[config.mk]
export PLATFORM = sky130hd
export DESIGN_NAME = ubr_backoff
export DESIGN_NICKNAME = d
export VERILOG_FILES = /design/src/rtl/ubr_pkg.sv /design/src/rtl/ubr_backoff.sv
export SDC_FILE = /design/constraint.sdc
export NUM_CORES = 1
export LEC_CHECK = 0
export ABC_CLOCK_PERIOD_IN_PS = 6000
export BUFFER_PORTS_ARGS = -buffer_cell sky130_fd_sc_hd__buf_2
export CAP_MARGIN = 20
export CELL_PAD_IN_SITES_DETAIL_PLACEMENT = 1
export CELL_PAD_IN_SITES_GLOBAL_PLACEMENT = 2
export CORE_ASPECT_RATIO = 0.75
export CORE_UTILIZATION = 36
export CTS_CLUSTER_DIAMETER = 120
export CTS_CLUSTER_SIZE = 40
export DETAILED_ROUTE_END_ITERATION = 6
export PLACE_DENSITY = 0.91
export SKIP_CTS_REPAIR_TIMING = 1
export SYNTH_ARGS = -nofsm -noshare
export SYNTH_HDL_FRONTEND = slang
export SYNTH_SLANG_ARGS = --single-unit
[constraint.sdc]
create_clock -name i_sys_clk -period 6 [get_ports i_sys_clk]
set_input_delay 1.2 -clock i_sys_clk [delete_from_list [all_inputs] [get_ports i_sys_clk]]
set_output_delay 1.2 -clock i_sys_clk [all_outputs]
set_load 0.05 [all_outputs]
[src/rtl/ubr_pkg.sv]
// Package for the uplink bandwidth-request back-off block.
// Assumes a single 100 MHz clock domain and an Avalon-MM register master.
package ubr_pkg;

  // Bus and register map
  localparam int unsigned ADDR_W            = 4;
  localparam int unsigned DATA_W            = 32;
  localparam logic [3:0]  REG_CTRL          = 4'h0;  // Enable, start, queue inputs
  localparam logic [3:0]  REG_BCAST         = 4'h4;  // Broadcast back-off parameters
  localparam logic [3:0]  REG_STATUS        = 4'h8;  // State, window, retries
  localparam logic [3:0]  REG_HDR           = 4'hC;  // Last header fields built

  // Field layout of REG_CTRL
  localparam int unsigned CTRL_EN_BIT       = 0;
  localparam int unsigned CTRL_START_BIT    = 1;
  localparam int unsigned CTRL_OTHER_BIT    = 2;
  localparam int unsigned CTRL_QCNT_LSB     = 16;
  localparam int unsigned QCNT_W            = 16;

  // Field layout of REG_BCAST
  localparam int unsigned BC_INIT_LSB       = 0;
  localparam int unsigned BC_MAX_LSB        = 8;
  localparam int unsigned BC_RETRY_LSB      = 16;
  localparam int unsigned EXP_W             = 4;
  localparam int unsigned RETRY_W           = 8;

  // Field layout of REG_STATUS and REG_HDR
  localparam int unsigned STAT_ST_LSB       = 0;
  localparam int unsigned STAT_PEND_BIT     = 3;
  localparam int unsigned STAT_EXH_BIT      = 4;
  localparam int unsigned STAT_WIN_LSB      = 8;
  localparam int unsigned STAT_RETRY_LSB    = 16;
  localparam int unsigned HDR_QDB_LSB       = 0;
  localparam int unsigned HDR_POLL_BIT      = 8;
  localparam int unsigned HDR_CID_LSB       = 16;

  // Reset values of broadcast parameters
  localparam logic [3:0]  INIT_EXP_RST      = 4'h4;
  localparam logic [3:0]  MAX_EXP_RST       = 4'hA;
  localparam logic [7:0]  MAX_RETRY_RST     = 8'h10;

  // Header encoding
  localparam int unsigned QDB_W             = 8;
  localparam int unsigned CID_W             = 16;
  localparam logic [7:0]  QDB_SAT           = 8'hFF;
  localparam logic        POLL_WANTED       = 1'b1;
  localparam logic        POLL_NOT_WANTED   = 1'b0;

  // Random generator
  localparam int unsigned LFSR_W            = 16;
  localparam logic [15:0] LFSR_SEED         = 16'hACE1;
  localparam logic [15:0] LFSR_TAPS         = 16'hB400;

  // Contention state machine, Gray-ordered codes; ST_SEND is never entered, so DEFER to WAIT flips two bits
  typedef enum logic [2:0] {
    ST_IDLE   = 3'b000,
    ST_DEFER  = 3'b001,
    ST_SEND   = 3'b011,
    ST_WAIT   = 3'b010,
    ST_GRANTW = 3'b110
  } ubr_state_type;

  // Uplink data unit header request fields
  typedef struct packed {
    logic [CID_W-1:0] cid;
    logic [QDB_W-1:0] queue_depth_byte;
    logic             request_poll_flag;
  } ubr_hdr_type;

  // Frame events from the MAC frame logic
  typedef struct packed {
    logic opp;       // Contention opportunity passes
    logic grant;     // Individual grant or poll for this terminal
    logic answer;    // Response to our contention request
    logic timeout;   // Response interval expired
    logic hdr_req;   // Build a data unit header
  } ubr_evt_type;

endpackage

[src/rtl/ubr_backoff.sv]
// Terminal-side bandwidth request and contention back-off logic.
// Assumes frame logic on i_sys_clk gives one-cycle event pulses.
//
// Function
// [RQ1] Poll allocations target single terminals only
// [RQ2] Polled with empty queue: send empty request
// [RQ3] Each header carries aggregate queue-depth byte
// [RQ4] Depth 0..254 direct, 255+ saturates ones
// [RQ5] Poll flag marks traffic in other aggregates
// [RQ6] Contention burst carries only short requests
// [RQ7] Contention procedure is optional, enable bit
// [RQ8] Opportunities counted from scheduled window size
// [RQ9] Access point sets and broadcasts window limits
// [RQ10] Window exponent n spans 0..2^n-1
// [RQ11] Entering contention loads initial window
// [RQ12] Random count chooses opportunities to skip
// [RQ13] No response in interval means lost
// [RQ14] Loss doubles window while below maximum
// [RQ15] Loss redraws random count, repeats deferral
// [RQ16] Stop retries at broadcast maximum count
// [RQ17] Contention window marked by usage code
// [RQ18] Grant during deferral abandons contention
// [RQ19] Retries exhausted: wait grant, use header
// [RQ20] Depth byte eight bits beside 16-bit id
// [RQ21] Poll flag one asks, zero declines
// [RQ22] LFSR draw, decrement per opportunity
// [RQ23] Answer or grant resets retries, window
`timescale 1ns/1ps
`default_nettype none

module ubr_backoff (
  // Clock and reset
  input  wire logic                    i_sys_clk,
  input  wire logic                    i_resetn,
  // Avalon-MM slave
  input  wire logic [ubr_pkg::ADDR_W-1:0] i_avs_address,
  input  wire logic                    i_avs_read,
  input  wire logic                    i_avs_write,
  input  wire logic [ubr_pkg::DATA_W-1:0] i_avs_writedata,
  output logic      [ubr_pkg::DATA_W-1:0] o_avs_readdata,
  output logic                         o_avs_waitrequest,
  // Frame events and header input
  input  wire ubr_pkg::ubr_evt_type    i_evt,
  input  wire logic [ubr_pkg::CID_W-1:0] i_hdr_cid,
  // Header and request outputs
  output ubr_pkg::ubr_hdr_type         o_hdr,
  output logic                         o_hdr_valid,
  output logic                         o_req_contention,
  output logic                         o_req_granted,
  output logic                         o_req_empty
);
  import ubr_pkg::*;

  ////////////////////////////////////////////////////////////////////
  // Reset release through two flops
  logic rst_meta_q, rst_n_q;
  always_ff @(posedge i_sys_clk or negedge i_resetn) begin
    if (!i_resetn) begin
      rst_meta_q <= 1'b0;
      rst_n_q    <= 1'b0;
    end else begin
      rst_meta_q <= 1'b1;
      rst_n_q    <= rst_meta_q;
    end
  end

  // Saturating queue-depth encoding
  function automatic logic [QDB_W-1:0] enc_depth(input logic [QCNT_W-1:0] cnt);
    if (cnt >= QCNT_W'(QDB_SAT))
      enc_depth = QDB_SAT;                                   // [RQ4]
    else
      enc_depth = cnt[QDB_W-1:0];                            // [RQ4]
  endfunction

  // Window mask 2^n-1 for exponent n
  function automatic logic [LFSR_W-1:0] win_mask(input logic [EXP_W-1:0] e);
    win_mask = LFSR_W'((32'h1 << e) - 32'h1);                // [RQ10]
  endfunction

  ////////////////////////////////////////////////////////////////////
  // Register file state
  logic                 en_q, en_d;
  logic                 other_q, other_d;
  logic [QCNT_W-1:0]    qcnt_q, qcnt_d;
  logic [EXP_W-1:0]     init_exp_q, init_exp_d;
  logic [EXP_W-1:0]     max_exp_q, max_exp_d;
  logic [RETRY_W-1:0]   max_retry_q, max_retry_d;
  logic                 start_d;
  logic [DATA_W-1:0]    rdata_q, rdata_d;
  logic                 ack_q, ack_d;
  logic                 wait_q, wait_d;

  // Contention state
  ubr_state_type        st_q, st_d;
  logic [EXP_W-1:0]     win_q, win_d;
  logic [RETRY_W-1:0]   retry_q, retry_d;
  logic [LFSR_W-1:0]    defer_q, defer_d;
  logic [LFSR_W-1:0]    lfsr_q, lfsr_d;
  logic                 pend_q, pend_d;
  logic                 exh_q, exh_d;

  // Outputs
  ubr_hdr_type          hdr_q, hdr_d;
  logic                 hdr_v_q, hdr_v_d;
  logic                 rc_q, rc_d, rg_q, rg_d, re_q, re_d;

  ////////////////////////////////////////////////////////////////////
  // Bus decode: one wait cycle, then answer
  always_comb begin
    en_d        = en_q;
    other_d     = other_q;
    qcnt_d      = qcnt_q;
    init_exp_d  = init_exp_q;
    max_exp_d   = max_exp_q;
    max_retry_d = max_retry_q;
    start_d     = 1'b0;
    rdata_d     = rdata_q;
    ack_d       = 1'b0;
    wait_d      = 1'b1;
    // Writes land only on the edge where the master sees waitrequest low
    if (i_avs_write && ack_q) begin
      case (i_avs_address)
        REG_CTRL: begin
          en_d    = i_avs_writedata[CTRL_EN_BIT];            // [RQ7]
          start_d = i_avs_writedata[CTRL_START_BIT];
          other_d = i_avs_writedata[CTRL_OTHER_BIT];
          qcnt_d  = i_avs_writedata[CTRL_QCNT_LSB +: QCNT_W];
        end
        REG_BCAST: begin
          init_exp_d  = i_avs_writedata[BC_INIT_LSB +: EXP_W];
          max_exp_d   = i_avs_writedata[BC_MAX_LSB +: EXP_W];
          max_retry_d = i_avs_writedata[BC_RETRY_LSB +: RETRY_W];
        end
        default: ;
      endcase
    end
    // Read data built at the taking edge so it stands at the answer edge
    if ((i_avs_read || i_avs_write) && !ack_q) begin
      ack_d   = 1'b1;
      wait_d  = 1'b0;
      rdata_d = '0;
      if (i_avs_read) begin
        case (i_avs_address)
          REG_CTRL: begin
            rdata_d[CTRL_EN_BIT]                 = en_q;
            rdata_d[CTRL_OTHER_BIT]              = other_q;
            rdata_d[CTRL_QCNT_LSB +: QCNT_W]     = qcnt_q;
          end
          REG_BCAST: begin
            rdata_d[BC_INIT_LSB +: EXP_W]        = init_exp_q;
            rdata_d[BC_MAX_LSB +: EXP_W]         = max_exp_q;
            rdata_d[BC_RETRY_LSB +: RETRY_W]     = max_retry_q;
          end
          REG_STATUS: begin
            rdata_d[STAT_ST_LSB +: $bits(ubr_state_type)] = st_q;
            rdata_d[STAT_PEND_BIT]                       = pend_q;
            rdata_d[STAT_EXH_BIT]                        = exh_q;
            rdata_d[STAT_WIN_LSB +: EXP_W]               = win_q;
            rdata_d[STAT_RETRY_LSB +: RETRY_W]           = retry_q;
          end
          REG_HDR: begin
            rdata_d[HDR_QDB_LSB +: QDB_W] = hdr_q.queue_depth_byte;
            rdata_d[HDR_POLL_BIT]         = hdr_q.request_poll_flag;
            rdata_d[HDR_CID_LSB +: CID_W] = hdr_q.cid;
          end
          default: ;   // Unmapped reads as zero
        endcase
      end
    end
  end

  always_ff @(posedge i_sys_clk or negedge rst_n_q) begin
    if (!rst_n_q) begin
      en_q        <= 1'b0;
      other_q     <= 1'b0;
      qcnt_q      <= '0;
      init_exp_q  <= INIT_EXP_RST;
      max_exp_q   <= MAX_EXP_RST;
      max_retry_q <= MAX_RETRY_RST;
      rdata_q     <= '0;
      ack_q       <= 1'b0;
      wait_q      <= 1'b1;
    end else begin
      en_q        <= en_d;
      other_q     <= other_d;
      qcnt_q      <= qcnt_d;
      init_exp_q  <= init_exp_d;
      max_exp_q   <= max_exp_d;
      max_retry_q <= max_retry_d;
      rdata_q     <= rdata_d;
      ack_q       <= ack_d;
      wait_q      <= wait_d;
    end
  end

  ////////////////////////////////////////////////////////////////////
  // Contention back-off machine; grants always take priority
  always_comb begin
    st_d    = st_q;
    win_d   = win_q;
    retry_d = retry_q;
    defer_d = defer_q;
    pend_d  = pend_q || start_d;
    exh_d   = exh_q;
    rc_d    = 1'b0;
    rg_d    = 1'b0;
    re_d    = 1'b0;
    // Galois LFSR steps every cycle
    lfsr_d  = {1'b0, lfsr_q[LFSR_W-1:1]} ^ (lfsr_q[0] ? LFSR_TAPS : '0);   // [RQ22]
    hdr_d   = hdr_q;
    hdr_v_d = 1'b0;
    // Header fields for each data unit
    if (i_evt.hdr_req) begin
      hdr_d.cid               = i_hdr_cid;                                 // [RQ20]
      hdr_d.queue_depth_byte  = enc_depth(qcnt_q);                         // [RQ3]
      hdr_d.request_poll_flag = other_q ? POLL_WANTED : POLL_NOT_WANTED;   // [RQ5] [RQ21]
      hdr_v_d                 = 1'b1;
    end
    if (i_evt.grant) begin
      // Granted/polled burst: request there, empty if no traffic
      rg_d    = 1'b1;                                                      // [RQ18]
      re_d    = (qcnt_q == '0) && !other_q;                                // [RQ2]
      st_d    = ST_IDLE;
      win_d   = init_exp_q;                                                // [RQ23]
      retry_d = '0;
      pend_d  = start_d;  // A start in this same cycle still counts
      exh_d   = 1'b0;                                                      // [RQ19]
    end else begin
      case (st_q)
        ST_IDLE: begin
          // Exhausted terminals wait for a grant instead
          if (pend_q && en_q && !exh_q) begin                              // [RQ7] [RQ19]
            win_d   = init_exp_q;                                          // [RQ11]
            defer_d = lfsr_q & win_mask(init_exp_q);                       // [RQ12]
            retry_d = '0;
            st_d    = ST_DEFER;
          end
        end
        ST_DEFER: begin
          // Frame logic pulses once per opportunity in the window
          if (i_evt.opp) begin                                             // [RQ8] [RQ17]
            if (defer_q == '0) begin
              rc_d = 1'b1;                                                 // [RQ6]
              st_d = ST_WAIT;
            end else begin
              defer_d = defer_q - LFSR_W'(1);                              // [RQ22]
            end
          end
        end
        ST_WAIT: begin
          if (i_evt.answer) begin
            st_d    = ST_IDLE;
            pend_d  = start_d;
            win_d   = init_exp_q;                                          // [RQ23]
            retry_d = '0;
          end else if (i_evt.timeout) begin                                // [RQ13]
            if (retry_q + RETRY_W'(1) >= max_retry_q) begin                // [RQ16]
              st_d  = ST_GRANTW;
              exh_d = 1'b1;
            end else begin
              retry_d = retry_q + RETRY_W'(1);
              if (win_q < max_exp_q) begin
                win_d   = win_q + EXP_W'(1);                               // [RQ14]
                defer_d = lfsr_q & win_mask(win_q + EXP_W'(1));            // [RQ15]
              end else begin
                defer_d = lfsr_q & win_mask(win_q);                        // [RQ15]
              end
              st_d = ST_DEFER;
            end
          end
        end
        ST_GRANTW: st_d = ST_GRANTW;                                       // [RQ19]
        default:   st_d = ST_IDLE;
      endcase
    end
  end

  always_ff @(posedge i_sys_clk or negedge rst_n_q) begin
    if (!rst_n_q) begin
      st_q    <= ST_IDLE;
      win_q   <= INIT_EXP_RST;
      retry_q <= '0;
      defer_q <= '0;
      lfsr_q  <= LFSR_SEED;
      pend_q  <= 1'b0;
      exh_q   <= 1'b0;
      hdr_q   <= '0;
      hdr_v_q <= 1'b0;
      rc_q    <= 1'b0;
      rg_q    <= 1'b0;
      re_q    <= 1'b0;
    end else begin
      st_q    <= st_d;
      win_q   <= win_d;
      retry_q <= retry_d;
      defer_q <= defer_d;
      lfsr_q  <= lfsr_d;
      pend_q  <= pend_d;
      exh_q   <= exh_d;
      hdr_q   <= hdr_d;
      hdr_v_q <= hdr_v_d;
      rc_q    <= rc_d;
      rg_q    <= rg_d;
      re_q    <= re_d;
    end
  end

  // Outputs straight from flops
  assign o_avs_readdata    = rdata_q;
  assign o_avs_waitrequest = wait_q;
  assign o_hdr             = hdr_q;
  assign o_hdr_valid       = hdr_v_q;
  assign o_req_contention  = rc_q;
  assign o_req_granted     = rg_q;
  assign o_req_empty       = re_q;

endmodule

`default_nettype wire

==> results.py <==
metrics = {
    "status": {
        "status": "completed",
    },
    "yosys": {
        "synth_top_area_share_pct": 45.4,
        "synthFlopType": "dfrtp_1",
        "syn-cell-area_mm2": 0.00717,
        "synthTopCellsByArea": "dfrtp_1 (45%), mux2_2 (8.3%), dfstp_2 (5.1%)",
        "synth_edf_count": 0,
        "synth_warnings": 0,
        "syn_inst": 672,
        "ys_seq_elements": 144,
        "ys_async_sr_fraction_pct": 100,
        "syn-mean-instance-area_um2": 10.7,
        "synth_cell_types": 76,
        "ys_seq_area_share_pct": 50.5,
        "synth_top_area_cell": "dfrtp_1",
    },
    "layout": {
        "multi_input_comb_area_mm2": 0.00327,
        "regArea_mm2": 0.00362,
        "synthToLayoutAreaGrowth_pct": 19.0,
        "nets": 848,
        "n_antenna_cell": 0,
        "fin_cells": 1038,
        "layout_commonest_cell": "dfrtp_1",
        "layout-drive-gt1-share_pct": 30.2,
        "nFillCells": 2182,
        "final_cell_mix": "dfrtp_1 (129), buf_2 (111), o21ai_0 (56)",
    },
    "setup_path": {
        "r2r-start": "retry_q[4]",
        "critPathKind": "reg -> reg",
        "cp_max_fo": 18,
        "slowest_stage": "o21a_1",
        "r2r_cells": 12,
        "worst-endpoint-required_ns": 6.31,
        "path_buf_inv": 0,
        "slowest_delay_ns": 0.62,
        "reg2reg_slack_ns": 2.06,
        "crit_family": "compound AO/OA/AOI/OAI gates",
        "crit_chain": "and3_1 -> and3_1 -> and3_1 -> xor2_1 -> ha_1 -> a211o_1 -> nor3_1 -> o21ai_0 -> a21oi_1 -> o21a_1 -> o21ai_1 -> a211o_1",
        "crit_top_cell": "and3_1",
        "end_kind": "flip-flop",
        "cp.arrival_ns": 4.25,
        "r2r-end": "defer_q[12]",
        "worstSetupStartpointType": "flip-flop",
    },
    "timing": {
        "max_clock_freq_ghz": 0.254,
        "min_period_ns": 3.94,
        "fin_skew_ns": 0.0129,
        "relSlewSlack_pct": 39.6,
        "setup_slack_ns": 2.06,
        "max_slew.worst_pin.slew_ns": 0.905,
        "hold_viol": 0,
        "rsz0062_at_grt": "false",
        "setup_tns_ns": 0,
        "post-route-period-util_pct": 65.7,
        "setup_viol": 0,
        "drv_slew": 0,
    },
    "pwr": {
        "p_comb_share_pct": 29.5,
        "switching_share_pct": 38.3,
        "p_seq_share_pct": 37.9,
        "intPower_mw": 1.99,
        "p_leak_nw": 3.96,
        "irDropWorstVdd_v": 0.000127,
        "clockPowerShare_pct": 32.5,
        "power_density_mw_per_mm2": 379,
        "p_switching_mw": 1.24,
    },
    "drt": {
        "wl_per_cell_um": 20.7,
        "via_per_inst": 5.64,
        "first_pass_iters": 5,
        "drtIter0Drc": 460,
        "antenna_left": 0,
        "vias": 5857,
        "wl_um": 21400,
        "drc": 0,
    },
    "flow_run": {
        "maxCapViolCount": 0,
    },
    "global_route": {
        "antenna_found_initial": 1,
        "grt_pass1_wl_um": 34400,
        "grt_pass1_vias": 6126,
        "grt.total_usage_pct": 21.9,
        "grt_max_degree": 79,
        "gr-total-overflow": 0,
    },
    "place": {
        "pre_cts_slack_ns": 2.07,
        "dp.cells": 1003,
        "place_congestion": 0.815,
        "dpl.hpwl_um": 15400,
        "io_buffers": 110,
    },
    "hold_path": {
        "min_path_type": "reg -> async",
    },
    "floorplan": {
        "ios": 123,
        "dieArea_mm2": 0.0205,
        "die_h_um": 124,
        "fp.dieW_um": 165,
        "coreArea_mm2": 0.0194,
        "initial_core_util_pct": 36.9,
        "num_rows": 44,
    },
    "clock_network": {
        "cts-root-buf": "clkbuf_16",
        "clock_latency_ns": 0.43,
        "clk_path_buf_depth": 2,
        "cts_buffers": 17,
        "path_clk_slew_ns": 0.07,
        "clock_sinks": 144,
        "tritoncts": "done",
        "cts-htree-levels": 4,
    },
}
-- power by group through the flow --
stage	sequential (mW)	clock, mW	combinational (mW)
floorplan	1.34	0	0.573
global placement	1.23	0	0.925
detailed placement	1.24	0	0.941
CTS	1.23	1.07	0.951
global route	1.25	1.11	1.04
finish	1.23	1.05	0.954
-- per-stage QoR --
step | power, mW | utilization [%] | hold WS (ns) | area, um2
global route | 3.40 | 43.9 | 0.251 | 8530
global placement | 2.16 | 40.7 | 0.334 | 7900
CTS | 3.25 | 43.7 | 0.352 | 8490
detailed placement | 2.18 | 40.7 | 0.337 | 7900
floorplan | 1.91 | - | 0.331 | 7180
finish | 3.23 | 43.9 | 0.232 | 8530
-- cell families (layout without fill, tap and decap cells) --
logic type / Yosys count / after routing / share of synthesized area [%]
simple gates: 202 / 202 / 15.1
buf+inv: 67 / 177 / 4.12
xor+xnor: 11 / 11 / 1.34
compound gates: 166 / 166 / 15.8
mux: 65 / 65 / 10.5
fa+ha+maj: 15 / 15 / 2.62
other cells: 2 / 5 / 0.105
flops: 144 / 144 / 50.5
-- registers in the layout, indices dropped and copies added, names as in the netlist --
register	cells
ack_q	1
defer_q	16
en_q	1
exh_q	1
init_exp_q	4
lfsr_q	16
max_exp_q	4
max_retry_q	8
o_avs_readdata	28
o_avs_waitrequest	1
o_hdr	25
o_hdr_valid	1
o_req_contention	1
o_req_empty	1
o_req_granted	1
other_q	1
pend_q	1
qcnt_q	16
retry_q	8
rst_meta_q	1
rst_n_q	1
st_q	3
win_q	4
-- routing by layer --
layer	GRT usage, %	vias to the layer above	wire [um]
li1	-	2668	-
met1	32.5	3004	10500
met2	31.4	158	9460
met3	4.91	25	1190
met4	6.21	2	302
met5	0	-	17
-- worst max-delay path by stage --
stage | start | endpoint | depth (start not counted)
5_1_grt | max_exp_q[3] | defer_q[4] | 13
3_5_place_dp | i_avs_address[1] | o_avs_readdata[31] | 6
4_1_cts | st_q[2] | defer_q[4] | 11
3_3_place_gp | max_exp_q[3] | defer_q[4] | 12
2_1_floorplan | rst_n_q | ack_q | 0
6_report | retry_q[4] | defer_q[12] | 12
-- cells in the mapped netlist, types with 7 or more instances --
cell type / count
clkbuf_1: 30
o21ai_0: 56
a222oi_1: 8
ha_1: 15
nor2_1: 48
dfstp_2: 14
dfrtp_1: 130
o211ai_1: 8
mux2_2: 53
a22o_1: 8
inv_1: 26
nor4_1: 9
nand4_1: 7
nand2_1: 55
a21oi_1: 18
nand3_1: 13
nor3_1: 13
a22oi_1: 18
buf_4: 7
nand2b_1: 7
mux2i_1: 9
-- layout make-up --
type,count,area share (%)
Multi-Input combinational cell,464,38.3
Inverter,26,1.14
Clock inverter,14,1.70
Sequential cell,144,42.5
Clock buffer,18,5.15
Timing Repair Buffer,119,7.54
Tap cell,253,3.71
Note: power is estimated with default switching activity, not from simulation.
